==> src/hdl/lcm_params.svh <==
// constants for the lookup table logic cell
`ifndef LCM_PARAMS_SVH
`define LCM_PARAMS_SVH
`define LCM_MODE_W 2
`define LCM_MODE_NORMAL 2'h0
`define LCM_MODE_ARITH 2'h1
`define LCM_MODE_UPDN 2'h2
`define LCM_MODE_CLRCNT 2'h3
`define LCM_FF_W 3
`define LCM_FF_D 3'h0
`define LCM_FF_T 3'h1
`define LCM_FF_JK 3'h2
`define LCM_FF_SR 3'h3
`define LCM_FF_BYPASS 3'h4
`define LCM_SCH_W 3
`define LCM_SCH_CLR 3'h0
`define LCM_SCH_PRE 3'h1
`define LCM_SCH_CLRPRE 3'h2
`define LCM_SCH_LDCLR 3'h3
`define LCM_SCH_LDPRE 3'h4
`define LCM_SCH_LD 3'h5
`define LCM_LUT_W 16
`define LCM_LUT_IDX_W 4
`define LCM_TRI_N 4
`define LCM_SYNC_N 4
`endif

==> src/hdl/lcm_pkg.sv <==
// types shared by the logic cell modules
package lcm_pkg;
`include "lcm_params.svh"
    typedef enum logic [`LCM_MODE_W-1:0] {
        LCM_NORMAL = `LCM_MODE_NORMAL,
        LCM_ARITH = `LCM_MODE_ARITH,
        LCM_UPDN = `LCM_MODE_UPDN,
        LCM_CLRCNT = `LCM_MODE_CLRCNT
    } lcm_mode_e;
    typedef enum logic [`LCM_FF_W-1:0] {
        LCM_FF_D = `LCM_FF_D,
        LCM_FF_T = `LCM_FF_T,
        LCM_FF_JK = `LCM_FF_JK,
        LCM_FF_SR = `LCM_FF_SR,
        LCM_FF_BYPASS = `LCM_FF_BYPASS
    } lcm_ff_e;
    typedef enum logic [`LCM_SCH_W-1:0] {
        LCM_SCH_CLR = `LCM_SCH_CLR,
        LCM_SCH_PRE = `LCM_SCH_PRE,
        LCM_SCH_CLRPRE = `LCM_SCH_CLRPRE,
        LCM_SCH_LDCLR = `LCM_SCH_LDCLR,
        LCM_SCH_LDPRE = `LCM_SCH_LDPRE,
        LCM_SCH_LD = `LCM_SCH_LD
    } lcm_scheme_e;
endpackage

==> src/hdl/lcm_cell.sv <==
// lookup table logic cell with one register, chains and bus emulation
// How it works
// - four modes route inputs differently
// - six logic inputs plus clock, clear, preset
// - sync clock enable, first data input gates
// - normal table: carry-in or third data selectable
// - table output joins cascade chain
// - fourth data input can feed register directly
// - packed register keeps controls, outputs swap
// - arithmetic: sum table and carry table
// - cascade usable alongside carry in arithmetic
// - up/down counter: enable, direction, load mux
// - counters loadable through clear and preset
// - clearable counter ANDs load mux with clear
// - bus emulation: contention low, floating high
// - clear from either group control line
// - first group line loads third data input
// - clear and preset active low, idle high
// - six clear and preset schemes
// - chip reset overrides all, may preset
// - preset by tied-high load or inverted clear
// - first line presets, second line clears
// - load via first line, second only clears
// - second line presets by inverted clear
// - D, T, JK, SR or bypassed register
`timescale 1ns/10ps
`include "lcm_params.svh"
module lcm_cell (
    input wire logic CLK,
    input wire logic ARST_N,
    input wire logic CHIP_RESET_N,
    input wire logic GROUP_CONTROL_FIRST_N,
    input wire logic GROUP_CONTROL_SECOND_N,
    input wire logic GROUP_CLOCK,
    input wire logic SYNC_ENABLE_INPUT,
    input wire logic DATA_SECOND,
    input wire logic ASYNC_LOAD_VALUE_INPUT,
    input wire logic DIRECT_REGISTER_INPUT,
    input wire logic CARRY_IN,
    input wire logic CASCADE_IN,
    input wire logic [`LCM_TRI_N-1:0] TRI_DATA,
    input wire logic [`LCM_TRI_N-1:0] TRI_OE,
    input wire lcm_pkg::lcm_mode_e MODE,
    input wire logic [`LCM_LUT_W-1:0] LUT_MASK,
    input wire logic LUT_USE_CARRY,
    input wire logic CE_FROM_DATA,
    input wire logic CLOCK_FROM_GROUP,
    input wire logic PACK_EN,
    input wire logic PACK_LOCAL_REG,
    input wire logic CASCADE_EN,
    input wire logic CASCADE_OR,
    input wire lcm_pkg::lcm_ff_e FF_TYPE,
    input wire lcm_pkg::lcm_scheme_e CLR_SCHEME,
    input wire logic CLEAR_FROM_SECOND,
    input wire logic PRESET_BY_INVERT,
    input wire logic RESET_PRESETS,
    output logic LOCAL_OUT,
    output logic ROUTE_OUT,
    output logic CARRY_OUT,
    output logic CASCADE_OUT,
    output logic TRI_BUS_OUT,
    output logic REG_STATE
);
    // pin-side lines: chip reset, two group lines, group clock
    logic [`LCM_SYNC_N-1:0] sync_raw;
    logic [`LCM_SYNC_N-1:0] sync_s1_r;
    logic [`LCM_SYNC_N-1:0] sync_s2_r;
    // active-low lines idle high so nothing fires out of reset
    localparam logic [`LCM_SYNC_N-1:0] sync_idle = 4'h7;
    logic chip_rst_n;
    logic ctl1_n;
    logic ctl2_n;
    logic gclk_s;
    logic gclk_prev_r;
    logic gclk_pulse;
    logic [`LCM_LUT_IDX_W-1:0] lut_idx;
    logic lut4;
    logic lut_lo;
    logic lut_hi;
    logic clr_n;
    logic pre_n;
    logic inv;
    logic stored_r;
    logic stored_nxt;
    logic vis;
    logic vis_nxt;
    logic func;
    logic carry_nxt;
    logic casc_nxt;
    logic din;
    logic ff_nxt;
    logic ce;
    logic cnt_up;
    logic cnt_data;
    logic cnt_mux;
    logic cnt_d;
    logic cnt_carry;
    logic comb_val;
    logic reg_val;
    logic local_nxt;
    logic route_nxt;
    logic [`LCM_TRI_N-1:0] tri_drive;
    logic tri_multi;
    logic tri_none;
    logic tri_nxt;
    logic local_r;
    logic route_r;
    logic carry_r;
    logic casc_r;
    logic tri_r;
    logic state_r;

    assign sync_raw = {GROUP_CLOCK, GROUP_CONTROL_SECOND_N, GROUP_CONTROL_FIRST_N, CHIP_RESET_N};

    genvar gi;
    generate
        for (gi = 0; gi < `LCM_SYNC_N; gi = gi + 1) begin : g_sync
            always_ff @(posedge CLK or negedge ARST_N) begin
                if (!ARST_N) begin
                    sync_s1_r[gi] <= sync_idle[gi];
                    sync_s2_r[gi] <= sync_idle[gi];
                end else begin
                    sync_s1_r[gi] <= sync_raw[gi];
                    sync_s2_r[gi] <= sync_s1_r[gi];
                end
            end
        end
    endgenerate

    assign chip_rst_n = sync_s2_r[0];
    assign ctl1_n = sync_s2_r[1];
    assign ctl2_n = sync_s2_r[2];
    assign gclk_s = sync_s2_r[3];

    // group clock becomes an enable pulse on its rising edge
    always_ff @(posedge CLK or negedge ARST_N) begin
        if (!ARST_N) begin
            gclk_prev_r <= 1'b0;
        end else begin
            gclk_prev_r <= gclk_s;
        end
    end
    assign gclk_pulse = gclk_s & ~gclk_prev_r;

    // table index differs per mode
    always_comb begin
        if (MODE == lcm_pkg::LCM_NORMAL) begin
            lut_idx = {DIRECT_REGISTER_INPUT,
                       LUT_USE_CARRY ? CARRY_IN : ASYNC_LOAD_VALUE_INPUT,
                       DATA_SECOND, SYNC_ENABLE_INPUT};
        end else begin
            lut_idx = {1'b0, CARRY_IN, DATA_SECOND, SYNC_ENABLE_INPUT};
        end
    end

    lcm_lut u_lut (
        .mask(LUT_MASK),
        .idx(lut_idx),
        .out4(lut4),
        .out_lo(lut_lo),
        .out_hi(lut_hi)
    );

    lcm_clrpre u_clrpre (
        .scheme(CLR_SCHEME),
        .clear_from_second(CLEAR_FROM_SECOND),
        .preset_by_invert(PRESET_BY_INVERT),
        .ctl1_n(ctl1_n),
        .ctl2_n(ctl2_n),
        .load_value(ASYNC_LOAD_VALUE_INPUT),
        .clr_n(clr_n),
        .pre_n(pre_n),
        .invert(inv)
    );

    assign vis = stored_r ^ inv;

    // counter bit: enable on second data, load select on third
    always_comb begin
        cnt_up = (MODE == lcm_pkg::LCM_UPDN) ? CASCADE_IN : 1'b1;
        cnt_data = vis ^ (DATA_SECOND & CARRY_IN);
        cnt_mux = ASYNC_LOAD_VALUE_INPUT ? DIRECT_REGISTER_INPUT : cnt_data;
        if (MODE == lcm_pkg::LCM_CLRCNT) begin
            cnt_d = cnt_mux & CASCADE_IN;
        end else begin
            cnt_d = cnt_mux;
        end
        cnt_carry = CARRY_IN & (cnt_up ? vis : ~vis);
    end

    // per-mode function, carry and cascade results
    always_comb begin
        case (MODE)
            lcm_pkg::LCM_NORMAL: begin
                func = lut4;
                carry_nxt = 1'b0;
            end
            lcm_pkg::LCM_ARITH: begin
                func = lut_lo;
                carry_nxt = lut_hi;
            end
            lcm_pkg::LCM_UPDN, lcm_pkg::LCM_CLRCNT: begin
                func = cnt_d;
                carry_nxt = cnt_carry;
            end
            default: begin
                func = lut4;
                carry_nxt = 1'b0;
            end
        endcase
        // cascade joins normal and arithmetic; counters use cascade-in
        if (CASCADE_EN && (MODE == lcm_pkg::LCM_NORMAL || MODE == lcm_pkg::LCM_ARITH)) begin
            casc_nxt = CASCADE_OR ? (func | CASCADE_IN) : (func & CASCADE_IN);
        end else begin
            casc_nxt = func;
        end
    end

    // register data and flip-flop type
    always_comb begin
        if (PACK_EN && MODE == lcm_pkg::LCM_NORMAL) begin
            din = DIRECT_REGISTER_INPUT;
        end else begin
            din = func;
        end
        case (FF_TYPE)
            lcm_pkg::LCM_FF_D: ff_nxt = din;
            lcm_pkg::LCM_FF_T: ff_nxt = vis ^ din;
            lcm_pkg::LCM_FF_JK: ff_nxt = (din & ~vis) | (~DATA_SECOND & vis);
            lcm_pkg::LCM_FF_SR: ff_nxt = DATA_SECOND ? 1'b0 : (din | vis);
            lcm_pkg::LCM_FF_BYPASS: ff_nxt = vis;
            default: ff_nxt = din;
        endcase
        ce = (CE_FROM_DATA ? SYNC_ENABLE_INPUT : 1'b1) &
             (CLOCK_FROM_GROUP ? gclk_pulse : 1'b1);
    end

    // priority: chip reset, clear, preset, clocked load
    always_comb begin
        if (!chip_rst_n) begin
            stored_nxt = RESET_PRESETS ^ inv;
        end else if (!clr_n) begin
            stored_nxt = 1'b0;
        end else if (!pre_n) begin
            stored_nxt = 1'b1;
        end else if (ce) begin
            stored_nxt = ff_nxt ^ inv;
        end else begin
            stored_nxt = stored_r;
        end
        vis_nxt = stored_nxt ^ inv;
    end

    always_ff @(posedge CLK or negedge ARST_N) begin
        if (!ARST_N) begin
            stored_r <= 1'b0;
        end else begin
            stored_r <= stored_nxt;
        end
    end

    // output selection; comb path is retimed by one cycle
    always_comb begin
        comb_val = func;
        reg_val = vis_nxt;
        if (PACK_EN) begin
            local_nxt = PACK_LOCAL_REG ? reg_val : comb_val;
            route_nxt = PACK_LOCAL_REG ? comb_val : reg_val;
        end else if (FF_TYPE == lcm_pkg::LCM_FF_BYPASS) begin
            local_nxt = comb_val;
            route_nxt = comb_val;
        end else begin
            local_nxt = reg_val;
            route_nxt = reg_val;
        end
    end

    // bus emulation: no tristate, contention cannot reach a wire
    generate
        for (gi = 0; gi < `LCM_TRI_N; gi = gi + 1) begin : g_tri
            assign tri_drive[gi] = TRI_OE[gi] & TRI_DATA[gi];
        end
    endgenerate
    assign tri_multi = |(TRI_OE & (TRI_OE - `LCM_TRI_N'(1)));
    assign tri_none = ~|TRI_OE;
    always_comb begin
        if (tri_none) begin
            tri_nxt = 1'b1;
        end else if (tri_multi) begin
            tri_nxt = 1'b0;
        end else begin
            tri_nxt = |tri_drive;
        end
    end

    // registered outputs; chains gain a cycle of latency per cell
    always_ff @(posedge CLK or negedge ARST_N) begin
        if (!ARST_N) begin
            local_r <= 1'b0;
            route_r <= 1'b0;
            state_r <= 1'b0;
        end else begin
            local_r <= local_nxt;
            route_r <= route_nxt;
            state_r <= vis_nxt;
        end
    end

    always_ff @(posedge CLK or negedge ARST_N) begin
        if (!ARST_N) begin
            carry_r <= 1'b0;
            casc_r <= 1'b0;
        end else begin
            carry_r <= carry_nxt;
            casc_r <= casc_nxt;
        end
    end

    always_ff @(posedge CLK or negedge ARST_N) begin
        if (!ARST_N) begin
            tri_r <= 1'b1;
        end else begin
            tri_r <= tri_nxt;
        end
    end

    assign LOCAL_OUT = local_r;
    assign ROUTE_OUT = route_r;
    assign CARRY_OUT = carry_r;
    assign CASCADE_OUT = casc_r;
    assign TRI_BUS_OUT = tri_r;
    assign REG_STATE = state_r;
endmodule

==> src/hdl/lcm_clrpre.sv <==
// clear and preset scheme decode for the cell register
`timescale 1ns/10ps
module lcm_clrpre (
    input wire lcm_pkg::lcm_scheme_e scheme,
    input wire logic clear_from_second,
    input wire logic preset_by_invert,
    input wire logic ctl1_n,
    input wire logic ctl2_n,
    input wire logic load_value,
    output logic clr_n,
    output logic pre_n,
    output logic invert
);
    logic ld;
    assign ld = ~ctl1_n;
    always_comb begin
        clr_n = 1'b1;
        pre_n = 1'b1;
        invert = 1'b0;
        case (scheme)
            lcm_pkg::LCM_SCH_CLR: begin
                clr_n = clear_from_second ? ctl2_n : ctl1_n;
            end
            lcm_pkg::LCM_SCH_PRE: begin
                if (preset_by_invert) begin
                    invert = 1'b1;
                    clr_n = ctl1_n;
                end else begin
                    pre_n = ctl1_n;
                end
            end
            lcm_pkg::LCM_SCH_CLRPRE: begin
                pre_n = ctl1_n;
                clr_n = ctl2_n;
            end
            lcm_pkg::LCM_SCH_LDCLR: begin
                pre_n = ~(ld & load_value);
                clr_n = ~(ld & ~load_value) & ctl2_n;
            end
            lcm_pkg::LCM_SCH_LDPRE: begin
                // stored bit is inverted, so the loaded value is too
                invert = 1'b1;
                pre_n = ~(ld & ~load_value);
                clr_n = ~(ld & load_value) & ctl2_n;
            end
            lcm_pkg::LCM_SCH_LD: begin
                pre_n = ~(ld & load_value);
                clr_n = ~(ld & ~load_value);
            end
            default: begin
                clr_n = 1'b1;
            end
        endcase
    end
endmodule

==> src/hdl/lcm_lut.sv <==
// four-input lookup table, also read as two three-input halves
`timescale 1ns/10ps
`include "lcm_params.svh"
module lcm_lut (
    input wire logic [`LCM_LUT_W-1:0] mask,
    input wire logic [`LCM_LUT_IDX_W-1:0] idx,
    output logic out4,
    output logic out_lo,
    output logic out_hi
);
    // low half gives sum, high half gives carry in arithmetic use
    always_comb begin
        out4 = mask[idx];
        out_lo = mask[{1'b0, idx[2:0]}];
        out_hi = mask[{1'b1, idx[2:0]}];
    end
endmodule

==> config.mk <==
export PLATFORM = sky130hd
export DESIGN_NAME = lcm_cell
export DESIGN_NICKNAME = d
export VERILOG_FILES = /design/src/hdl/lcm_pkg.sv /design/src/hdl/lcm_cell.sv /design/src/hdl/lcm_clrpre.sv /design/src/hdl/lcm_lut.sv
export VERILOG_INCLUDE_DIRS = /design/src /design/src/hdl
export SDC_FILE = /design/constraint.sdc
export NUM_CORES = 1
export LEC_CHECK = 0
export ABC_CLOCK_PERIOD_IN_PS = 3880
export BUFFER_PORTS_ARGS = -buffer_cell sky130_fd_sc_hd__buf_2
export CAP_MARGIN = 20
export CORE_MARGIN = 2
export CORE_UTILIZATION = 40
export CTS_CLUSTER_DIAMETER = 60
export CTS_CLUSTER_SIZE = 10
export DETAILED_ROUTE_END_ITERATION = 10
export GPL_TIMING_DRIVEN = 0
export PLACE_DENSITY = 0.7
export SLEW_MARGIN = 20
export SYNTH_ARGS = -nofsm -noshare
export SYNTH_HDL_FRONTEND = slang
export SYNTH_SLANG_ARGS = --single-unit
export TNS_END_PERCENT = 50
==> constraint.sdc <==
create_clock -name CLK -period 3.88 [get_ports CLK]
set_input_delay 0 -clock CLK [delete_from_list [all_inputs] [get_ports CLK]]
set_output_delay 0 -clock CLK [all_outputs]
set_load 0.02 [all_outputs]
After elaboration in Yosys (flattened, before gate mapping)
Cells that the tools add are included.
{"block": "totals", "reg_bits": 16, "latch_bits": 0, "ramBits": 0, "rom_bits": 0, "in_bits": 54, "output_inout_bits": 6, "elab_cells": 114, "n_memories": 0}
{"block": "classes", "addsub": 1, "mul": 0, "div_mod_pow": 0, "order_cmp": 3, "n_eq_ne": 12, "shifts": 0, "mux": 39, "bitwise": 33, "reduce_logical": 10}
{"op": "1-bit 2-to-1 mux", "count": 29}
{"op": "1-bit bitwise AND", "count": 16}
{"op": "3-bit by 2-bit equality test with 1-bit output, second input constant", "count": 4}
{"op": "4-bit OR reduction", "count": 3}
{"op": "4-bit by 5-bit < comparator with 1-bit output, second input constant", "count": 2}
{"op": "3-bit equality test, second input constant", "count": 3}
{"op": "1-bit case mux with 4 select lines", "count": 2}
{"op": "1-bit inverter", "count": 7}
{"op": "1-bit binary-select mux with 3-bit select", "count": 2}
{"op": "3-bit by 1-bit equality test with 1-bit output, second input constant", "count": 2}
{"op": "1-bit case mux with 3 select lines", "count": 2}
{"op": "1-bit case mux with 6 select lines", "count": 1}
{"op": "1-bit bitwise XOR", "count": 6}
{"op": "3-bit by 5-bit < comparator with 1-bit output, second input constant", "count": 1}
{"op": "4-bit bitwise AND", "count": 1}
{"op": "1-bit binary-select mux with 4-bit select", "count": 1}
{"op": "2-bit equality test, second input constant", "count": 2}
{"op": "4-bit 2-to-1 mux", "count": 1}
{"op": "2-bit OR reduction", "count": 2}
{"op": "4-bit by 1-bit subtractor with 4-bit output, second input constant", "count": 1}
{"op": "3-bit logical NOT", "count": 1}
{"op": "1-bit OR", "count": 3}
{"op": "2-bit by 1-bit equality test with 1-bit output, second input constant", "count": 1}
{"op": "1-bit logical AND", "count": 2}
{"op": "other kinds (3)", "count": 3}

Depth between registers and ports, before layout
Gate-level depths: netlist of run 1.
{"block": "logic_depth", "ltp_word": 20, "mapped_depth": 16, "mapped_depth_nobuf": 15}

By module
A second synthesis of run 1 with hierarchy kept.
{"block": "hier_totals", "hier_cells": 145, "hier_area_um2": 1380.1}
{"mod": "lcm_cell", "n_inst": 1, "cells_per_inst": 115, "area_each_um2": 1093.5, "seq_area_each_um2": 409.1}
{"mod": "lcm_clrpre", "n_inst": 1, "cells_per_inst": 23, "area_each_um2": 147.6, "seq_area_each_um2": 0.0}
{"mod": "lcm_lut", "n_inst": 1, "cells_per_inst": 7, "area_each_um2": 138.9, "seq_area_each_um2": 0.0}

Worst setup path after synthesis of run 1
No wires, ideal clock.
{"block": "synth_path", "path_type": "input port to flip-flop", "from": "in MODE[1]", "to": "reg local_r, in the netlist LOCAL_OUT", "setup_time_ns": 0.132, "t_arrival_ns": 2.913, "t_required_ns": 3.748, "setup_slack_ns": 0.835, "stages": 16, "path_buffers": 1, "cell_sequence": "buf_2 > nor3_2 > mux2i_1 > mux2_2 > a32o_2 > nor2_1 > nand2_1 > o21ai_0 > ha_1 > nor3b_1 > a21oi_1 > o21ai_0 > a31oi_1 > o31a_1 > a211oi_2 > mux2i_1"}
{"block": "synth_via", "elab_chain_cells": 17, "elab_cells_between_ends": 29, "classes_between": "eq/ne: 3; mux: 17; bitwise: 6; reduce/logical: 3"}
{"item": "from (decl)", "line": "lcm_cell.sv:43", "rtl": "input wire lcm_pkg::lcm_mode_e MODE,"}
{"item": "2-bit logical NOT", "line": "lcm_cell.sv:147, lcm_cell.sv:193, lcm_cell.sv:221"}
{"item": "4-bit 2-to-1 mux", "line": "lcm_cell.sv:147", "rtl": "if (MODE == lcm_pkg::LCM_NORMAL) begin"}
{"item": "1-bit binary-select mux with 4-bit select / 1-bit binary-select mux with 3-bit select (equally long branches)", "line": "lcm_lut.sv:13, lcm_lut.sv:14"}
{"item": "1-bit 2-to-1 mux (on tied branches)", "line": "lcm_lut.sv:13, lcm_lut.sv:14"}
{"item": "1-bit case mux with 3 select lines", "line": "lcm_cell.sv:193", "rtl": "case (MODE)"}
{"item": "1-bit 2-to-1 mux", "line": "lcm_cell.sv:221", "rtl": "if (PACK_EN && MODE == lcm_pkg::LCM_NORMAL) begin"}
{"item": "1-bit OR / 1-bit bitwise AND (equally long branches)", "line": "lcm_cell.sv:230, lcm_cell.sv:229"}
{"item": "1-bit 2-to-1 mux / 1-bit OR (equally long branches)", "line": "lcm_cell.sv:230, lcm_cell.sv:229"}
{"item": "[2 not listed]"}
{"item": "1-bit 2-to-1 mux", "line": "lcm_cell.sv:246", "rtl": "end else if (ce) begin"}
{"item": "1-bit 2-to-1 mux", "line": "lcm_cell.sv:244", "rtl": "end else if (!pre_n) begin"}
{"item": "1-bit 2-to-1 mux", "line": "lcm_cell.sv:242", "rtl": "end else if (!clr_n) begin"}
{"item": "1-bit 2-to-1 mux", "line": "lcm_cell.sv:240", "rtl": "if (!chip_rst_n) begin"}
{"item": "1-bit bitwise XOR", "line": "lcm_cell.sv:251", "rtl": "vis_nxt = stored_nxt ^ inv;"}
{"item": "1-bit 2-to-1 mux (on tied branches)", "line": "lcm_cell.sv:269, lcm_cell.sv:267"}
{"item": "1-bit 2-to-1 mux *", "line": "lcm_cell.sv:266", "rtl": "if (PACK_EN) begin"}
{"item": "via local_nxt", "line": "lcm_cell.sv:100", "rtl": "logic local_nxt;"}
{"item": "to (signal assigned)", "line": "lcm_cell.sv:303", "rtl": "local_r <= local_nxt;"}
{"item": "to (decl)", "line": "lcm_cell.sv:106", "rtl": "logic local_r;"}
Mark *: on every way through the listed nets, which the timed path passes. The rest lies on a longest branch. The select of a mux whose other input is x is not followed.

Worst setup path in the final report of run 1
{"block": "layout_path", "from": "reg stored_r", "to": "reg local_r, in the netlist LOCAL_OUT"}
{"block": "layout_via", "elab_chain_cells": 18, "elab_cells_between_ends": 24, "classes_between": "mux: 13; bitwise: 11"}
{"item": "from (decl)", "line": "lcm_cell.sv:83", "rtl": "logic stored_r;"}
{"item": "from (signal assigned)", "line": "lcm_cell.sv:258", "rtl": "stored_r <= stored_nxt;"}
{"item": "1-bit bitwise XOR", "line": "lcm_cell.sv:176", "rtl": "assign vis = stored_r ^ inv;"}
{"item": "1-bit bitwise XOR", "line": "lcm_cell.sv:181", "rtl": "cnt_data = vis ^ (DATA_SECOND & CARRY_IN);"}
{"item": "1-bit 2-to-1 mux", "line": "lcm_cell.sv:182", "rtl": "cnt_mux = ASYNC_LOAD_VALUE_INPUT ? DIRECT_REGISTER_INPUT : cnt_data;"}
{"item": "1-bit bitwise AND", "line": "lcm_cell.sv:184", "rtl": "cnt_d = cnt_mux & CASCADE_IN;"}
{"item": "1-bit 2-to-1 mux", "line": "lcm_cell.sv:183", "rtl": "if (MODE == lcm_pkg::LCM_CLRCNT) begin"}
{"item": "1-bit case mux with 3 select lines", "line": "lcm_cell.sv:193"}
{"item": "1-bit 2-to-1 mux", "line": "lcm_cell.sv:221"}
{"item": "1-bit OR / 1-bit bitwise AND (equally long branches)", "line": "lcm_cell.sv:230, lcm_cell.sv:229"}
{"item": "[3 not listed]"}
{"item": "1-bit 2-to-1 mux", "line": "lcm_cell.sv:246"}
{"item": "1-bit 2-to-1 mux", "line": "lcm_cell.sv:244"}
{"item": "1-bit 2-to-1 mux", "line": "lcm_cell.sv:242"}
{"item": "1-bit 2-to-1 mux", "line": "lcm_cell.sv:240"}
{"item": "1-bit bitwise XOR", "line": "lcm_cell.sv:251"}
{"item": "1-bit 2-to-1 mux (on tied branches)", "line": "lcm_cell.sv:269, lcm_cell.sv:267"}
{"item": "1-bit 2-to-1 mux *", "line": "lcm_cell.sv:266"}
{"item": "via local_nxt", "line": "lcm_cell.sv:100"}
Mark *: on every way through the listed nets, which the timed path passes. The rest lies on a longest branch.

==> flow_summary.json, run 1 <==
{
  "ctsHoldBuffers": 7,
  "power_density_nw_per_um2": 276,
  "cts-root-buf": "clkbuf_4",
  "placed_cell_area_um2": 1600,
  "layout_common_cells": "buf_2, nor2_1, a21oi_1, inv_1, dfrtp_1",
  "drc": 0,
  "worstPathArrival_ps": 3530,
  "yosysTopAreaCell": "dfrtp_1",
  "wl_per_cell_um": 12.9,
  "detailed_place_hpwl_mm": 2.65,
  "start_kind": "register",
  "core_region_area_um2": 3030,
  "cts_resized": 0,
  "synth_cells": 140,
  "area_growth_pct": 35.6,
  "grt_start_max_net_pins": 17,
  "gp_congestion": 0.846,
  "period_share_pct": 86.8,
  "seq_area_frac_synth_pct": 32.2,
  "drive_above_1_share_pct": 38.9,
  "antenna_cells": 0,
  "synth_edf_count": 0,
  "nFillCells": 293,
  "cap_violations": 0,
  "path_class": "register to register",
  "grt_usage_pct": 20.0,
  "clk_pin_slew_ps": 90,
  "grt_pass1_vias": 1418,
  "io_pins": 60,
  "synth_cell_types": 48,
  "portBuffers": 56,
  "initial_core_util_pct": 41.9,
  "antenna_found_initial": 0,
  "rsz0062_at_grt": "false",
  "cts_buffers": 3,
  "synth_top_area_share_pct": 17.8,
  "syn_nets": 195,
  "drtIter0Drc": 70,
  "drv_slew": 0,
  "clkSinkCount": 16,
  "leakage_nw": 0.818,
  "end_kind": "register",
  "clock_skew_ps": 6.56,
  "vias": 1367,
  "cts_setup_buffers": 0,
  "yosys_most_used_dff": "dfrtp_1",
  "clockBufferDepth": 2,
  "die_h_um": 60.3,
  "grt_pass1_wl_mm": 5.51,
  "setup_viol": 0,
  "tightest_slew_ps": 453,
  "clock_latency_ps": 280,
  "vdd_drop_max_uv": 240,
  "avgSynthCellArea_um2": 9.06,
  "synth-seq-cells": 16,
  "antenna_left": 0,
  "finalCriticalPeriod_ps": 3370,
  "cp_max_fo": 5,
  "status": "finished, final reports clean",
  "fin_tns_setup_ps": 0,
  "die-area_um2": 3640,
  "h-tree-depth": 1,
  "ys_warn_count": 0,
  "grt_overflow": 0,
  "clock.fmax_mhz": 297,
  "hold_violations": 0,
  "syn_area_um2": 1270,
  "dr.pass1.iters": 4,
  "final_common_cell": "buf_2",
  "synth_area_leaders": "dfrtp_1, dfstp_2, mux4_1, a21oi_1, nor2_1",
  "slew_headroom_pct": 69.4,
  "fin_nets": 264,
  "viasPerCell": 5.42,
  "hp-class": "input port to register",
  "crit_required_ps": 4040,
  "die_w_um": 60.3,
  "drt_wl_total_mm": 3.25,
  "fin_area_um2": 1720,
  "rows": 20,
  "cts_tree": "built",
  "async_flop_share_pct": 100
}
## where the power goes
group	internal [W]	switching [W]	leakage, nW	total [W]
combinational	0.0000845	0.0000906	0.614	0.000175
sequential	0.000185	0.00000706	0.183	0.000192
clock	0.0000571	0.0000498	0.0210	0.000107
total	0.000327	0.000147	0.818	0.000474
## registers in the layout, summed over array words and instances, names as in the netlist
register and cells:
TRI_BUS_OUT 1, CASCADE_OUT 1, stored_r 1, ctl2_n 1, sync_s1_r 4, gclk_s 1
ROUTE_OUT 1, chip_rst_n 1, LOCAL_OUT 1, CARRY_OUT 1, gclk_prev_r 1, ctl1_n 1
REG_STATE 1
## area by class of cell
class                      count  area [µm²]  area share [%]
timing repair buffer          64         360            20.9
multi-input combinational    109         800            46.5
buffer                         5        22.5            1.31
clock buffer                   4        36.3            2.11
inverter                      10        37.5            2.18
tap                           44        55.1            3.20
sequential                    16         409            23.8
## kinds of logic after synthesis
kind of cell	Yosys count	share of synthesized area (%)
flip-flops	16	32.2
multiplexers	10	13.2
buffers and inverters	15	4.73
AND/OR/NAND/NOR	54	25.2
AO/OA/AOI/OAI	42	22.2
adder cells (fa/ha/maj)	1	0.986
XOR/XNOR	2	1.38
## cell usage after synthesis, types with 4 or more instances
cell / n
mux4_1: 4
nor2_1: 12
nor3_1: 4
inv_1: 10
nand2_1: 7
nor3b_1: 4
nand3b_1: 5
nor2b_1: 4
o22ai_1: 4
a21oi_1: 11
dfstp_2: 7
o21ai_0: 8
mux2i_1: 4
dfrtp_1: 9
## critical path, stage by stage (launching register included)
cell,delay [ps]
dfrtp_1,420
nand3b_1,190
a211oi_1,250
o21ai_0,130
a21oi_1,250
nor2_1,150
nand2_1,90
o21ai_0,100
ha_1,290
nor3b_1,240
a21oi_1,70
o21ai_0,240
a31oi_1,120
o31a_1,300
a211oi_2,290
mux2i_1,120
## final timing paths
kind,startpoint,end,slack [ps],depth (start not counted)
max,stored_r,LOCAL_OUT,510,15
min,CASCADE_IN,CASCADE_OUT,20,2
max reg2reg,stored_r,LOCAL_OUT,510,15
min reg2reg,sync_s1_r[3],gclk_s,360,0
max in group asynchronous,ARST_N,sync_s1_r[1],3430,2
min in group asynchronous,ARST_N,CASCADE_OUT,140,2
## metal layers
metal,GRT usage (%),share of wire (%),routed length [µm],up-vias
li1,-,-,-,664
met1,23.3,42,1360,648
met2,36.2,52,1680,47
met3,3.25,5.2,170,8
met4,8.25,1.4,46,0
met5,0,0,0,-
## through the flow
stage          power (W)  setup WS (ps)  hold slack, ps  util, %  std cells
2_1_floorplan   0.000300            835            -296        -        140
3_3_place_gp    0.000357            372           -84.2     53.0        240
3_5_place_dp    0.000364            326           -75.0     53.0        240
4_1_cts         0.000478            496            5.90     56.5        251
5_1_grt         0.000509            150            14.8     56.8        252
6_report        0.000474            511            23.6     56.8        252
Note: power is estimated with default switching activity, not from simulation.
==> run 2: changes to the inputs <==
CORE_MARGIN = not set   (was 2)
PLACE_DENSITY = not set   (was 0.7)
PLACE_DENSITY_LB_ADDON = 0.08   (was not set)
==> run 2 against run 1 <==
Against the previous run:
- non-clock buffer count up 1
- sequential share of layout area unchanged
- routed wire length down 4.8%
- critical path depth up 1
- global-route usage down 1.4 points
- hold slack worse by 9.8 ps
- register-to-register slack better by 110 ps
==> flow_summary.json, run 2 (same netlist as run 1, synthesis figures left out) <==
{
  "power_w": 0.000452,
  "min_path_cells": 4,
  "fin_nets": 265,
  "cts_buffers": 3,
  "reg2reg_slack_ps": 620,
  "r2r_start": "stored_r",
  "clockBufferDepth": 2,
  "clkSinkCount": 16,
  "crit_required_ps": 4030,
  "vdd_drop_max_uv": 207,
  "dpl.cell_count": 240,
  "die_w_um": 58.3,
  "crit_chain": "buf_2, nor3_2, mux2i_1, mux2_2, a32o_2, nor2_1, nand2_1, o21ai_0, ha_1, nor3b_1, a21oi_1, o21ai_0, a31oi_1, o31a_1, a211oi_2, mux2i_1",
  "vias": 1336,
  "layout_common_cells": "buf_2, nor2_1, a21oi_1, inv_1",
  "drtIter0Drc": 26,
  "rows": 20,
  "core_region_area_um2": 3030,
  "die-area_um2": 3400,
  "fin_tns_setup_ps": 0,
  "start_kind": "input port",
  "leakage_nw": 0.816,
  "nFillCells": 276,
  "cap_violations": 0,
  "drive_above_1_share_pct": 38.3,
  "multi_input_area_um2": 800,
  "grt_pass1_vias": 1243,
  "clock.fmax_mhz": 306,
  "grt_overflow": 0,
  "tightest_slew_ps": 436,
  "h-tree-depth": 1,
  "cp_max_fo": 9,
  "worst-path-buf-inv": 1,
  "area_growth_pct": 35.6,
  "rsz0062_at_grt": "false",
  "cts_resized": 0,
  "period_share_pct": 84.3,
  "largest_register_ffs": 4,
  "final_common_cell": "buf_2",
  "portBuffers": 56,
  "rr_worst_depth": 15,
  "seq_area_um2": 409,
  "grt_pass1_wl_mm": 4.90,
  "cts_tree": "built",
  "setup_viol": 0,
  "drt_wl_total_mm": 3.09,
  "antenna_found_initial": 0,
  "grt_usage_pct": 18.6,
  "critical_path.top_delay_family": "compound AO/OA/AOI/OAI gates",
  "die_h_um": 58.3,
  "hp-class": "input port to register",
  "finish.utilization_pct": 56.8,
  "status": "finished, final reports clean",
  "critPathSlowestCell": "mux2_2",
  "antenna_left": 0,
  "clock_skew_ps": 4.66,
  "power_density_nw_per_um2": 263,
  "io_pins": 60,
  "slew_headroom_pct": 71.0,
  "initial_core_util_pct": 41.9,
  "min_from": "TRI_OE[3]",
  "antenna_cells": 0,
  "path_class": "input port to register",
  "cts-root-buf": "clkbuf_4",
  "clock_latency_ps": 270,
  "cpPeakStageDelay_ps": 400,
  "worst_hold_path.endpoint": "TRI_BUS_OUT",
  "grt_start_max_net_pins": 17,
  "hold_violations": 0,
  "gp_congestion": 0.774,
  "drv_slew": 0,
  "dr.pass1.iters": 4,
  "cts_setup_buffers": 0,
  "end_kind": "register",
  "detailed_place_hpwl_mm": 2.46,
  "wl_per_cell_um": 12.2,
  "drc": 0,
  "largest-register": "sync_s1_r",
  "clk_pin_slew_ps": 80,
  "final_cells": 253,
  "viasPerCell": 5.28,
  "worstPathArrival_ps": 3420,
  "worstReg2RegEnd": "LOCAL_OUT",
  "finalCriticalPeriod_ps": 3270
}
## run 2: changes by cell type in the layout (fill, tap and decap cells not counted), sizes merged
cell         before  now
dlygate4sd3       8    9
## run 2: worst min-delay path: stages
cell and delay, ps:
buf_2 70, inv_1 40, a21oi_1 120, nor2_1 50
## run 2: layout make-up
type,instances,area share (%)
Sequential cell,16,23.8
Buffer,5,1.31
Multi-Input combinational cell,109,46.5
Clock buffer,4,1.53
Inverter,10,2.18
Timing Repair Buffer,65,21.5
Tap cell,44,3.20
## run 2: routing by layer
metal | share of wire (%) | routed length, µm | global-route usage, % | vias up
li1 | - | - | - | 667
met1 | 45 | 1380 | 22.3 | 623
met2 | 50 | 1560 | 35.0 | 44
met3 | 4.3 | 134 | 1.76 | 2
met4 | 0.55 | 17 | 6.12 | 0
met5 | 0 | 0 | 0 | -
## run 2: repair_timing
item | in CTS | in global routing
hold buffers | 9 | 0
setup endpoints to repair | 0 | 0
endpoints found under the hold margin | 22 | 0
## run 2: power by group
group	internal, W	switching, W
combinational	0.0000855	0.0000896
clock	0.0000398	0.0000448
sequential	0.000185	0.00000720
total	0.000310	0.000142
## run 2: how the worst max path moves through the flow
stage,from,to,slack (ps),depth (start not counted)
after floorplan,MODE[1],LOCAL_OUT,840,16
after global placement,MODE[0],LOCAL_OUT,390,16
after detailed placement,MODE[1],LOCAL_OUT,330,16
after CTS,stored_r,LOCAL_OUT,620,15
after global routing,stored_r,LOCAL_OUT,220,15
final,MODE[1],LOCAL_OUT,610,16
## run 2: stage by stage
step,area [µm²],hold WS [ps],setup WS [ps]
after global routing,1720,7.89,222
after floorplan,1270,-296,835
after global placement,1600,-82.9,393
final,1720,13.7,609
after CTS,1720,0.390,616
after detailed placement,1600,-78.6,332
==> run 3: changes to the inputs <==
ABC_CLOCK_PERIOD_IN_PS = 2640   (was 3880)
clock period = 2.64 ns   (was 3.88 ns; I/O delays follow)
==> run 3 against run 2 <==
Against the previous run:
- the flow now finishes with violations (negative setup slack)
- critical path depth is 1 lower
- combinational power is 71% higher
- utilization is 3.6 points higher
- register-to-register slack worse by 1000 ps
- largest cell class unchanged
- highest routed layer unchanged
==> flow_summary.json, run 3 (same netlist as run 1, synthesis figures left out) <==
{
  "clkSinkCount": 16,
  "antenna_cells": 0,
  "clock_skew_ps": 4.12,
  "die_w_um": 58.3,
  "largest-register": "sync_s1_r",
  "drc": 0,
  "failed_checks": "negative setup slack",
  "worstPathArrival_ps": 3220,
  "fin_ws_ps": -421,
  "gp_congestion": 0.774,
  "grt_usage_pct": 20.3,
  "setup_viol": 4,
  "reg2reg_slack_ps": -420,
  "final_common_cell": "buf_2",
  "h-tree-depth": 1,
  "p_clk_share_pct": 17.7,
  "tightest_slew_ps": 414,
  "die_h_um": 58.3,
  "seqPwrFrac_pct": 39.9,
  "antenna_found_initial": 0,
  "layout_common_cells": "buf_2, nor2_1, inv_1",
  "rows": 20,
  "portBuffers": 56,
  "viasPerCell": 5.25,
  "cpPeakStageDelay_ps": 430,
  "finalCriticalPeriod_ps": 3060,
  "largest_register_ffs": 4,
  "grt_pass1_vias": 1288,
  "period_share_pct": 116,
  "area_growth_pct": 44.1,
  "status": "complete, but fails checks",
  "cts-root-buf": "clkbuf_4",
  "vias": 1364,
  "end_kind": "register",
  "vdd_drop_max_uv": 347,
  "cts_tree": "built",
  "drtIter0Drc": 68,
  "p_comb_share_pct": 42.4,
  "switchingPower_w": 0.000223,
  "clk_pin_slew_ps": 80,
  "cap_violations": 0,
  "clock.fmax_mhz": 327,
  "crit_chain": "a21bo_2, a211oi_2, o21ai_1, a21oi_2, nor2_4, nand2_1, o21ai_1, ha_1, or3b_2, a21oi_1, o21ai_1, a31oi_1, o31a_1, nor3b_1, a211o_1",
  "crit_required_ps": 2800,
  "cp_max_fo": 4,
  "drv_slew": 0,
  "final_cells": 260,
  "clock_latency_ps": 270,
  "leakage_nw": 0.866,
  "hp-class": "input port to register",
  "grt_overflow": 0,
  "io_pins": 60,
  "rsz0062_at_grt": "true",
  "clockBufferDepth": 2,
  "dr.pass1.iters": 4,
  "internal-power_w": 0.000482,
  "crit_top_cell": "o21ai_1",
  "drt_wl_total_mm": 3.28,
  "fin_nets": 272,
  "finish.utilization_pct": 60.4,
  "drive_above_1_share_pct": 43.1,
  "grt_pass1_wl_mm": 5.44,
  "die-area_um2": 3400,
  "start_kind": "register",
  "initial_core_util_pct": 41.9,
  "power_density_nw_per_um2": 386,
  "cts_buffers": 3,
  "core_region_area_um2": 3030,
  "hold_violations": 0,
  "p_sw_share_pct": 31.6,
  "antenna_left": 0,
  "critPathSlowestCell": "or3b_2",
  "path_class": "register to register",
  "wl_per_cell_um": 12.6,
  "grt_start_max_net_pins": 17,
  "slew_headroom_pct": 72.4,
  "dpl.cell_count": 240,
  "detailed_place_hpwl_mm": 2.44
}
==> run 3: cell types whose count changed in the layout (fill, tap and decap cells not counted), sizes merged <==
cell / previous run / this run
buf: 59 / 66
==> run 3: path summary, 6_finish.rpt <==
path	startpoint	to	depth (start not counted)
max in group asynchronous	ARST_N	sync_s1_r[1]	2
setup / recovery	stored_r	stored_r	15
min in group asynchronous	ARST_N	ROUTE_OUT	2
hold / removal	TRI_OE[3]	TRI_BUS_OUT	4
hold reg to reg	sync_s1_r[3]	gclk_s	0
setup reg to reg	stored_r	stored_r	15
==> run 3: timing repair <==
action	in CTS	in global routing
setup buffers	5	2
hold buffers	9	0
gates resized for setup	3	2
pin swaps	11	2
setup endpoints to repair	4	4
endpoints found under the hold margin	22	0
==> run 3: layout make-up <==
type / instances / area (µm²)
well taps: 44 / 55.1
inverters: 10 / 37.5
clock buffers: 4 / 26.3
fillers: 282 / 1200
repair buffers: 72 / 423
plain buffers: 5 / 32.5
multi-input cells: 109 / 845
flip-flops and latches: 16 / 409
==> run 3: power groups by stage <==
stage	clock network (W)	registers (W)	logic, W
floorplan	0	0.000302	0.000148
global placement	0	0.000286	0.000247
detailed placement	0	0.000286	0.000256
CTS	0.000134	0.000281	0.000286
global route	0.000144	0.000284	0.000329
finish	0.000125	0.000282	0.000299
==> run 3: critical path: cells and delay by family (launching register included) <==
kind	cells	cell delay (ps)
simple gates	4	610
fa+ha+maj	1	190
compound gates	10	1750
flops	1	390
==> run 3: metrics by stage <==
stage / setup TNS, ps / total power, W / setup slack, ps / area [µm²] / hold WS [ps]
floorplan: -889 / 0.000449 / -235 / 1300 / -296
global placement: -2610 / 0.000533 / -700 / 1640 / -87.6
detailed placement: -2710 / 0.000542 / -715 / 1640 / -77.6
global route: -2540 / 0.000757 / -675 / 1830 / 13.5
CTS: -1480 / 0.000700 / -399 / 1800 / 8.06
finish: -1600 / 0.000705 / -421 / 1830 / 24.2
==> run 3: metal layers <==
layer	part of all wire, %	up-vias	GRT usage, %
li1	-	680	-
met1	44	635	26.1
met2	51	45	37.1
met3	4.7	4	1.32
met4	0.70	0	5.10
met5	0	-	0
